**config.mk**
```make
export PLATFORM = sky130hd
export DESIGN_NAME = hps_port_select
export DESIGN_NICKNAME = d
export VERILOG_FILES = /design/src/hps_pkg.sv /design/src/hps_delay_line.sv /design/src/hps_timer.sv /design/src/hps_port_select.sv
export VERILOG_INCLUDE_DIRS = /design/src
export SDC_FILE = /design/constraint.sdc
export NUM_CORES = 1
export LEC_CHECK = 0
export ABC_AREA = 1
export ABC_CLOCK_PERIOD_IN_PS = 2530
export BUFFER_PORTS_ARGS = -buffer_cell sky130_fd_sc_hd__buf_2
export CORE_ASPECT_RATIO = 1.4
export CORE_MARGIN = 2
export CORE_UTILIZATION = 60
export CTS_CLUSTER_SIZE = 12
export DETAILED_ROUTE_END_ITERATION = 10
export PLACE_DENSITY = 0.75
export SYNTH_ARGS = -nofsm -noshare
export SYNTH_HDL_FRONTEND = slang
export SYNTH_HIERARCHICAL = 1
export SYNTH_SLANG_ARGS = --single-unit
```
**constraint.sdc**
```tcl
create_clock -name clk_sys -period 2.53 [get_ports clk_sys]
set_input_delay 0.253 -clock clk_sys [delete_from_list [all_inputs] [get_ports clk_sys]]
set_output_delay 0.253 -clock clk_sys [all_outputs]
set_load 0.01 [all_outputs]
```
**src/hps_params.svh**
```systemverilog
// Timing and encoding constants of the hot-plug port selector
`ifndef HPS_PARAMS_SVH
`define HPS_PARAMS_SVH

`define HPS_CLK_NS           100
`define HPS_SETTLE_NS        1000
`define HPS_UNPLUG_NS        2000
`define HPS_MINPULSE_NS      300
`define HPS_REPEAT_NS        200
`define HPS_CNT_W            16
`define HPS_DLY_W            4
`define HPS_SETTLE_CYC       ((`HPS_SETTLE_NS + `HPS_CLK_NS - 1) / `HPS_CLK_NS)
`define HPS_UNPLUG_CYC       ((`HPS_UNPLUG_NS + `HPS_CLK_NS - 1) / `HPS_CLK_NS)
`define HPS_MINPULSE_CYC     ((`HPS_MINPULSE_NS + `HPS_CLK_NS - 1) / `HPS_CLK_NS)
`define HPS_REPEAT_CYC       (`HPS_REPEAT_NS / `HPS_CLK_NS)
`define HPS_PORT_A           1'b0
`define HPS_PORT_B           1'b1

`endif

```
**src/hps_pkg.sv**
```systemverilog
// Types shared by the hot-plug port selector
package hps_pkg;
	typedef enum logic [2:0]
	{
		HPS_OFF    = 3'b000,
		HPS_FOLLOW = 3'b001,
		HPS_SETTLE = 3'b010,
		HPS_FORCE  = 3'b011
	} hps_state_t;
endpackage

```
**src/hps_delay_line.sv**
```systemverilog
// Fixed-length shift delay for the repeated hot-plug level
`include "hps_params.svh"
`timescale 1ns/10ps
`default_nettype none
module hps_delay_line
(
	input  wire logic clk_sys,
	input  wire logic rstn,
	input  wire logic clr,
	input  wire logic din,
	output logic      dout
);
	typedef struct packed
	{
		logic [`HPS_DLY_W-1:0] sh;
	} hps_dly_t;

	hps_dly_t st_r;
	hps_dly_t st_nxt;

	// Output taps bit 1 of the four-deep shift, the two-cycle repeat delay, so pulse widths pass unchanged
	always_comb
	begin
		st_nxt = st_r;
		if (clr)
			st_nxt.sh = '0;
		else
			st_nxt.sh = {st_r.sh[`HPS_DLY_W-2:0], din};
	end

	always_ff @(posedge clk_sys or negedge rstn)
	begin
		if (!rstn)
			st_r <= '0;
		else
			st_r <= st_nxt;
	end

	assign dout = st_r.sh[`HPS_REPEAT_CYC-1];
endmodule // hps_delay_line
`default_nettype wire

```
**src/hps_timer.sv**
```systemverilog
// Down-counting timer with restart and expiry pulse
`include "hps_params.svh"
`timescale 1ns/10ps
`default_nettype none
module hps_timer
(
	input  wire logic                  clk_sys,
	input  wire logic                  rstn,
	input  wire logic                  start,
	input  wire logic                  stop,
	input  wire logic [`HPS_CNT_W-1:0] load,
	output logic                       busy,
	output logic                       done
);
	typedef struct packed
	{
		logic [`HPS_CNT_W-1:0] cnt;
		logic                  busy;
		logic                  done;
	} hps_tmr_t;

	hps_tmr_t st_r;
	hps_tmr_t st_nxt;

	always_comb
	begin
		st_nxt = st_r;
		st_nxt.done = 1'b0;
		if (stop)
		begin
			st_nxt.busy = 1'b0;
			st_nxt.cnt = '0;
		end
		else if (start)
		begin
			st_nxt.busy = 1'b1;
			st_nxt.cnt = load;
		end
		else if (st_r.busy)
		begin
			if (st_r.cnt <= 16'h0001)
			begin
				st_nxt.busy = 1'b0;
				st_nxt.done = 1'b1;
				st_nxt.cnt = '0;
			end
			else
				st_nxt.cnt = st_r.cnt - 16'h0001;
		end
	end

	always_ff @(posedge clk_sys or negedge rstn)
	begin
		if (!rstn)
			st_r <= '0;
		else
			st_r <= st_nxt;
	end

	assign busy = st_r.busy;
	assign done = st_r.done;
endmodule // hps_timer
`default_nettype wire

```
**src/hps_port_select.sv**
```systemverilog
// Port selection and hot-plug repeat logic of a one-in two-out switch
`include "hps_params.svh"
`timescale 1ns/10ps
`default_nettype none
module hps_port_select
(
	input  wire logic clk_sys,
	input  wire logic rstn,
	input  wire logic hot_plug_in_a,
	input  wire logic hot_plug_in_b,
	input  wire logic prio_b,
	input  wire logic low_power_ctl,
	output logic      sel_b,
	output logic      hot_plug_out,
	output logic      hot_plug_out_oe,
	output logic      link_en
);
	typedef struct packed
	{
		hps_pkg::hps_state_t state;
		logic                sel;
		logic                prio;
		logic                hpo;
		logic                hpo_oe;
		logic                link;
		logic [`HPS_CNT_W-1:0] lowcnt;
	} hps_main_t;

	hps_main_t st_r;
	hps_main_t st_nxt;

	// Low-power pin acts as a reset of the control logic
	logic rst_int_n;
	assign rst_int_n = rstn & low_power_ctl;

	logic in_sel;
	logic in_oth;
	logic rep_d;
	logic t_start;
	logic t_stop;
	logic [`HPS_CNT_W-1:0] t_load;
	logic t_busy;
	logic t_done;

	function automatic logic port_in(input logic p, input logic a, input logic b);
		port_in = (p == `HPS_PORT_B) ? b : a;
	endfunction

	assign in_sel = port_in(st_r.sel, hot_plug_in_a, hot_plug_in_b);
	assign in_oth = port_in(~st_r.sel, hot_plug_in_a, hot_plug_in_b);

	hps_delay_line u_dly
	(
		.clk_sys (clk_sys),
		.rstn    (rstn),
		.clr     (st_r.state == hps_pkg::HPS_OFF),
		.din     (in_sel),
		.dout    (rep_d)
	);

	hps_timer u_tmr
	(
		.clk_sys (clk_sys),
		.rstn    (rst_int_n),
		.start   (t_start),
		.stop    (t_stop),
		.load    (t_load),
		.busy    (t_busy),
		.done    (t_done)
	);

	logic pr_port;
	logic pr_in;
	assign pr_port = prio_b ? `HPS_PORT_B : `HPS_PORT_A;
	assign pr_in = port_in(pr_port, hot_plug_in_a, hot_plug_in_b);

	always_comb
	begin
		st_nxt = st_r;
		t_start = 1'b0;
		t_stop = 1'b0;
		t_load = `HPS_CNT_W'(`HPS_UNPLUG_CYC);
		st_nxt.prio = prio_b;
		case (st_r.state)
			hps_pkg::HPS_OFF:
			begin
				st_nxt.hpo = 1'b0;
				st_nxt.hpo_oe = 1'b0;
				st_nxt.link = 1'b0;
				st_nxt.lowcnt = '0;
				if (hot_plug_in_a | hot_plug_in_b)
				begin
					// Both high picks by priority, else the one high
					if (hot_plug_in_a & hot_plug_in_b)
						st_nxt.sel = pr_port;
					else
						st_nxt.sel = hot_plug_in_b ? `HPS_PORT_B : `HPS_PORT_A;
					st_nxt.state = hps_pkg::HPS_FOLLOW;
					st_nxt.hpo_oe = 1'b1;
					st_nxt.link = low_power_ctl;
				end
			end
			hps_pkg::HPS_FOLLOW:
			begin
				st_nxt.hpo = rep_d;
				st_nxt.link = low_power_ctl;
				if (in_sel)
					st_nxt.lowcnt = '0;
				else if (st_r.lowcnt < `HPS_CNT_W'(`HPS_UNPLUG_CYC))
					st_nxt.lowcnt = st_r.lowcnt + 16'h0001;
				if (!in_sel && st_r.lowcnt >= `HPS_CNT_W'(`HPS_UNPLUG_CYC))
				begin
					st_nxt.lowcnt = '0;
					if (in_oth)
						st_nxt.sel = ~st_r.sel;
					else
						st_nxt.state = hps_pkg::HPS_OFF;
				end
				else if (hot_plug_in_a & hot_plug_in_b & (st_r.prio != prio_b))
				begin
					st_nxt.state = hps_pkg::HPS_SETTLE;
					t_start = 1'b1;
					t_load = `HPS_CNT_W'(`HPS_SETTLE_CYC);
				end
				else if ((st_r.sel != pr_port) && pr_in)
				begin
					// Priority port just appeared: emulate an unplug first
					st_nxt.state = hps_pkg::HPS_FORCE;
					st_nxt.hpo = 1'b0;
					t_start = 1'b1;
				end
				// Activity on the non-priority port is ignored here
			end
			hps_pkg::HPS_SETTLE:
			begin
				st_nxt.hpo = rep_d;
				// A further priority edge restarts settling, hiding glitches
				if (st_r.prio != prio_b)
				begin
					t_start = 1'b1;
					t_load = `HPS_CNT_W'(`HPS_SETTLE_CYC);
				end
				else if (t_done)
				begin
					if (st_r.sel != pr_port && pr_in)
					begin
						st_nxt.state = hps_pkg::HPS_FORCE;
						st_nxt.hpo = 1'b0;
						t_start = 1'b1;
					end
					else
						st_nxt.state = hps_pkg::HPS_FOLLOW;
				end
				if (!in_sel)
				begin
					t_stop = 1'b1;
					st_nxt.state = hps_pkg::HPS_FOLLOW;
				end
			end
			hps_pkg::HPS_FORCE:
			begin
				st_nxt.hpo = 1'b0;
				if (!pr_in)
					t_start = 1'b1;
				else if (t_done)
				begin
					st_nxt.sel = pr_port;
					st_nxt.state = hps_pkg::HPS_FOLLOW;
					st_nxt.lowcnt = '0;
				end
				else if (!t_busy)
					t_start = 1'b1;
			end
			default:
				st_nxt.state = hps_pkg::HPS_OFF;
		endcase
	end

	// Reset via low-power pin also drops a running forced-low timer
	always_ff @(posedge clk_sys or negedge rst_int_n)
	begin
		if (!rst_int_n)
			st_r <= '0;
		else
			st_r <= st_nxt;
	end

	assign sel_b = st_r.sel;
	assign hot_plug_out = st_r.hpo;
	assign hot_plug_out_oe = st_r.hpo_oe;
	assign link_en = st_r.link;

	chk_off_no_link: assert property (@(posedge clk_sys) disable iff (!rst_int_n)
		(!hot_plug_in_a && !hot_plug_in_b && st_r.state == hps_pkg::HPS_OFF)
		|=> !link_en) else $error("link active with no sink");
	chk_force_low: assert property (@(posedge clk_sys) disable iff (!rst_int_n)
		st_r.state == hps_pkg::HPS_FORCE |-> !hot_plug_out) else $error("forced low broken");
	chk_force_end: assert property (@(posedge clk_sys) disable iff (!rst_int_n)
		(st_r.state == hps_pkg::HPS_FORCE && t_done && pr_in) |=> sel_b == $past(pr_port))
		else $error("switch after forced low wrong");
	chk_sel_live: assert property (@(posedge clk_sys) disable iff (!rst_int_n)
		(st_r.state == hps_pkg::HPS_FOLLOW && $rose(st_r.state == hps_pkg::HPS_FOLLOW))
		|-> $past(port_in(st_nxt.sel, hot_plug_in_a, hot_plug_in_b)))
		else $error("selected low port");
	chk_wake_link: assert property (@(posedge clk_sys) disable iff (!rst_int_n)
		(st_r.state == hps_pkg::HPS_OFF && (hot_plug_in_a || hot_plug_in_b))
		|=> link_en && hot_plug_out_oe) else $error("no wake");
	chk_lp_no_link: assert property (@(posedge clk_sys) disable iff (!rstn)
		!low_power_ctl |-> !link_en) else $error("link on in low power");
	chk_repeat: assert property (@(posedge clk_sys) disable iff (!rst_int_n)
		(st_r.state == hps_pkg::HPS_FOLLOW)[*4]
		|=> (st_r.state != hps_pkg::HPS_FOLLOW) || (hot_plug_out == $past(rep_d)))
		else $error("repeat wrong");
	chk_settle_first: assert property (@(posedge clk_sys) disable iff (!rst_int_n)
		st_r.state == hps_pkg::HPS_SETTLE
		|-> ($past(st_r.state) == hps_pkg::HPS_FOLLOW) || ($past(st_r.state) == hps_pkg::HPS_SETTLE))
		else $error("settle order");
	cov_force: cover property (@(posedge clk_sys) st_r.state == hps_pkg::HPS_FORCE);
	cov_settle: cover property (@(posedge clk_sys) st_r.state == hps_pkg::HPS_SETTLE);
	cov_unplug: cover property (@(posedge clk_sys) $fell(link_en) && hot_plug_in_a == 1'b0);
endmodule // hps_port_select
`default_nettype wire

```
# Word-level counts from Yosys, hierarchy flattened
# Cells that the tools add are included.
word_totals:
  ff_bits: 44
  output_inout_bits: 4
  wordCells: 106
op_classes:
  eq_ne: 15
  muxes: 58
  n_addsub: 2
  order_cmp: 3
  bitwise: 5
  reduce_logical: 12
op_table:
  columns: ["op", "n"]
  rows:
  - ["16-bit 2-to-1 mux", 6]
  - ["16-bit case mux with 3 select lines", 1]
  - ["17-bit 2-to-1 mux", 2]
  - ["1-bit 2-to-1 mux", 25]
  - ["3-bit 2-to-1 mux", 7]
  - ["18-bit 2-to-1 mux", 1]
  - ["16-bit by 1-bit adder with 16-bit output, second input constant", 1]
  - ["16-bit by 5-bit >= comparator with 1-bit output, second input constant", 1]
  - ["16-bit by 1-bit less-or-equal comparator with 1-bit output, second input constant", 1]
  - ["16-bit by 5-bit < comparator with 1-bit output, second input constant", 1]
  - ["16-bit by 1-bit subtractor with 16-bit output, second input constant", 1]
  - ["5-bit 2-to-1 mux", 3]
  - ["4-bit 2-to-1 mux", 3]
  - ["3-bit case mux with 4 select lines", 1]
  - ["5-bit case mux with 2 select lines", 1]
  - ["1-bit case mux with 3 select lines", 3]
  - ["3-bit nonzero test", 3]
  - ["2-bit 2-to-1 mux", 4]
  - ["2-bit != test, second input constant", 4]
  - ["4-bit != test, second input constant", 2]
  - ["7-bit AND reduction", 1]
  - ["3-bit by 2-bit equality test with 1-bit output, second input constant", 2]
  - ["3-bit != test, second input constant", 2]
  - ["6-bit AND reduction", 1]
  - ["14 further kinds", 18]

# Longest topological paths before layout
depth:
  depth_word: 9
  depth_mapped: 16
  depth_no_buf: 15

# Cells and area by module
# Netlist, hierarchy kept.
by_module_without_submodules:
  columns: ["mod", "area_per_inst_um2", "instances", "cells_per_inst"]
  rows:
  - ["hps_port_select", 1413.9, 1, 182]
  - ["hps_timer", 1366.3, 1, 206]
  - ["hps_delay_line", 65.1, 1, 6]

# Least setup slack after synthesis
# OpenSTA, ideal clock, no wires.
synth_timing:
  path_type: "register to register"
  startpoint: "register st_r, in the netlist sel_b"
  endpoint: "register u_tmr/st_r[17] (netlist bit)"
  setup_slack_ns: 0.676
  arrival_time_ns: 1.789
  n_path_buf: 2
  setup_ns: 0.065
  stages_incl_launch_ff: 16
  synth_period_minus_slack_ns: 1.854
  cell_sequence: "dfrtp_1 nand2_1 nand2_1 nand2_1 inv_1 nand2_1 nand3_1 a21oi_1 a21oi_1 buf_2 inv_1 nand3_4 buf_12 o21ai_2 nand2_1 nand2_1"
synth_between:
  elab_chain_len: 8
  word_cells_on_any_way: 16
synth_rtl:
  columns: ["item", "line_no", "text"]
  rows:
  - ["start, declared", "hps_port_select.sv:29", "hps_main_t st_r;"]
  - ["start signal, assigned", "hps_port_select.sv:185", "st_r <= st_nxt;"]
  - ["1-bit != test", "hps_port_select.sv:125, hps_port_select.sv:145", null]
  - ["1-bit logical AND", "hps_port_select.sv:125, hps_port_select.sv:145", null]
  - ["1-bit 2-to-1 mux", "hps_port_select.sv:125, hps_port_select.sv:145", null]
  - ["1-bit 2-to-1 mux (on tied branches)", "hps_port_select.sv:143, hps_port_select.sv:119", null]
  - ["1-bit 2-to-1 mux (on tied branches)", "hps_port_select.sv:138, hps_port_select.sv:111", null]
  - ["1-bit case mux with 3 select lines (*)", "hps_port_select.sv:84", "case (st_r.state)"]
  - ["net t_start", "hps_port_select.sv:39", "logic t_start;"]
  - ["17-bit 2-to-1 mux", "hps_timer.sv:34", "else if (start)"]
  - ["17-bit 2-to-1 mux", "hps_timer.sv:29", "if (stop)"]
  - ["end signal, assigned", "hps_timer.sv:57", "st_r <= st_nxt;"]
  - ["end, declared", "hps_timer.sv:22", "hps_tmr_t st_r;"]
# The timed path passes the listed nets; every way through them passes the cells marked *.
# A chain may end at the register's enable or synchronous reset.

==> impl_metrics.csv <==
group,metric,value,unit
outcome,status,"finished clean",
critical_path,slowest_delay,0.43,ns
logic_synthesis,synth-edff-count,0,
critical_path,r2r_cells,11,
routing,drtIter0Drc,93,
layout,layout-drive-gt1-share,20.9,%
routing,first_pass_iters,6,
critical_path,r2r_slack,0.39,ns
critical_path,path_cells,"inv_1 -> ha_1 -> a21oi_1 -> a21oi_2 -> inv_1 -> nand3_4 -> inv_1 -> nand2_1 -> nand2_1 -> nand2_1 -> nand2_1",
routing,vias,2372,
routing,ant_nets,0,
logic_synthesis,ys_seq_area_share,37.8,%
critical_path,worst_setup_path_start_kind,"flop",
clock_network,htreeDepth,2,
timing,timing.final.hold_violations,0,
critical_path,cp_max_fo,13,
pwr,p_total,0.00382,W
placement,hpwl,4080,um
critical_path,cp.arrival,2.34,ns
logic_synthesis,synth_flop_cell,"dfrtp_1",
critical_path,crit_required,2.73,ns
pwr,p_leak,1.73,nW
critical_path,crit_family,"simple AND/OR/NAND/NOR gates",
global_route,antenna_found_initial,0,
logic_synthesis,synthCells,394,
critical_path,worstReg2RegEnd,"u_tmr/st_r[11]",
job,cap_violations,0,
placement,gp_congestion,0.914,
die,die_h,85.5,um
clock_network,worstSkewPairLatency,0.30,ns
timing,fin_ws,0.387,ns
critical_path,endpoint,"u_tmr/st_r[11]",
die,placementRows,29,
global_route,grt_pass1_vias,2371,
timing,setup_viol,0,
clock_network,cts_buffer_depth,2,
timing,slew_headroom,64.1,%
logic_synthesis,ys_types,37,
die,start_util,62.7,%
timing,fin_crit,2.14,ns
layout,final_nets,434,
critical_path,critPathKind,"flop to flop",
worst_hold_path,hp-class,"input port to async pin",
logic_synthesis,async_reset_ff_share,100,%
timing,period_share,84.7,%
routing,wire_per_inst,11.6,um
critical_path,path_buf_inv,3,
logic_synthesis,yosys_warnings,6,
critical_path,cp-end-kind,"flop",
placement,place_area,2990,um^2
clock_network,root_buffer,"clkbuf_8",
timing,tns,0,ns
clock_network,cts_buffers,5,
critical_path,cp.depth,11,
routing,drcViolationCount,0,
layout,final_core_util,69.3,%
timing,fin_skew,0.00508,ns
timing,maxSlewViolCount,0,
critical_path,crit_start,"st_r[21]",
die,die_area,5320,um^2
critical_path,reg2reg_from,"st_r[21]",
critical_path,crit_top_cell,"nand2_1",
timing,fmax,0.467,GHz
die,die_w,62.2,um
global_route,grt_pass1_wl,10100,um
logic_synthesis,syn_area,2850,um^2
placement,port_buffers,9,
layout,fillerInstances,402,
timing,rsz0062_at_grt,"no",
clock_network,clk_pin_slew,0.09,ns
global_route,grt_use_total,23.9,%
die,core_area,4540,um^2
die,io_pins,10,
pwr,irDropWorstVdd,775,uV
logic_synthesis,ys_seq_elements,43,
placement,pre_cts_ws,0.268,ns
layout,diodes,0,
critical_path,slowest_stage,"dfrtp_1",
global_route,grt_start_max_net_pins,42,
routing,via_per_inst,4.91,
timing,worst_pin_slew,0.539,ns
global_route,gr-total-overflow,0,
layout,area_growth,10.4,%
clock_network,cts_sinks,43,
logic_synthesis,avgSynthCellArea,7.22,um^2
clock_network,cts_tree,"built",
layout,final_cell_area,3140,um^2
pwr,power_density,1220,nW/um^2
routing,drt-total-wl,5620,um
worst min-delay path by stage:
stage | slack (ns) | end | from
floorplan | -0.04 | u_dly/st_r[0] | rstn
global placement | 0.04 | u_dly/st_r[1] | rstn
detailed placement | 0.05 | u_dly/st_r[0] | rstn
CTS | 0.13 | hot_plug_out | low_power_ctl
global route | 0.14 | st_r[19] | prio_b
finish | 0.1 | hot_plug_out | low_power_ctl
registers in the layout, indices dropped and copies added, names as in the netlist:
| signal | count |
|---|---|
| st_r | 19 |
| u_tmr/st_r | 16 |
| u_dly/st_r | 2 |
| hot_plug_out | 1 |
| hot_plug_out_oe | 1 |
| link_en | 1 |
| sel_b | 1 |
| u_tmr/busy | 1 |
| u_tmr/done | 1 |
what timing repair did:
action	CTS	global route
setup endpoints to repair	0	4
setup buffers	0	0
hold buffers	1	0
hold endpoints to repair	2	0
resized for setup	0	1
where the power goes:
group          switching [W]  leakage, nW  internal [W]
combinational        0.00132         1.11      0.000746
sequential          0.000221        0.563      0.000895
clock               0.000251       0.0644      0.000394
total                0.00179         1.73       0.00203
through the flow:
step                      cells  hold WS [ns]
after global routing        483         0.137
after global placement      474        0.0439
after CTS                   483         0.129
after detailed placement    474        0.0520
after floorplan             405       -0.0426
final                       483        0.0975
cells in the mapped netlist, types with 3 or more instances:
cell	number	area share, %
nor2_1	34	4.5
inv_2	15	2.0
xor2_1	4	1.2
nand2_1	150	20
a21oi_1	6	1.1
o21ai_1	3	0.53
buf_2	4	0.70
nor2_2	8	1.8
dfrtp_1	43	38
inv_1	34	4.5
o21ai_0	4	0.70
nand3_1	16	2.8
xnor2_1	3	0.92
nand2_2	21	4.6
nand3b_1	5	1.3
ha_1	8	3.5
nand3_2	3	1.1
o21ai_2	10	3.1
per-layer routing:
layer  global-route usage, %  wire (um)
met1                    26.2       2340
met3                    3.18        135
met2                    45.8       3030
met5                       0          0
met4                    10.1        113
layout make-up:
class / instances / area (um^2) / share of cell area, %
Multi-Input combinational cell: 304 / 1570 / 49.8
Sequential cell: 43 / 1080 / 34.2
Inverter: 51 / 194 / 6.17
Timing Repair Buffer: 15 / 92.6 / 2.95
Tap cell: 62 / 77.6 / 2.47
Clock buffer: 5 / 68.8 / 2.19
Clock inverter: 3 / 67.6 / 2.15
kinds of logic (layout without fill, tap and decap cells):
family	count (synthesis)	after routing	synth area share, %
AO/OA/AOI/OAI	31	31	7.56
other	1	12	0.132
buffers and inverters	58	74	8.75
adder cells (fa/ha/maj)	8	8	3.52
XOR/XNOR	7	7	2.15
AND/OR/NAND/NOR	246	246	40.1
flip-flops	43	43	37.8
cells in the final DEF (no fill, tap or decap), types with 4 or more instances in the layout:
cell	n
a21oi_1	5
buf_2	9
buf_4	5
clkbuf_8	5
conb_1	12
dfrtp_1	43
ha_1	8
inv_1	34
inv_2	15
nand2_1	150
nand2_2	21
nand3_1	16
nand3b_1	5
nor2_1	34
nor2_2	8
o21ai_0	4
o21ai_2	10
xor2_1	4
worst min-delay path: stages:
cell     delay (ns)
buf_2          0.09
nand2_1        0.04
inv_1          0.04
buf_4          0.43
Note: power is estimated with default switching activity, not from simulation.
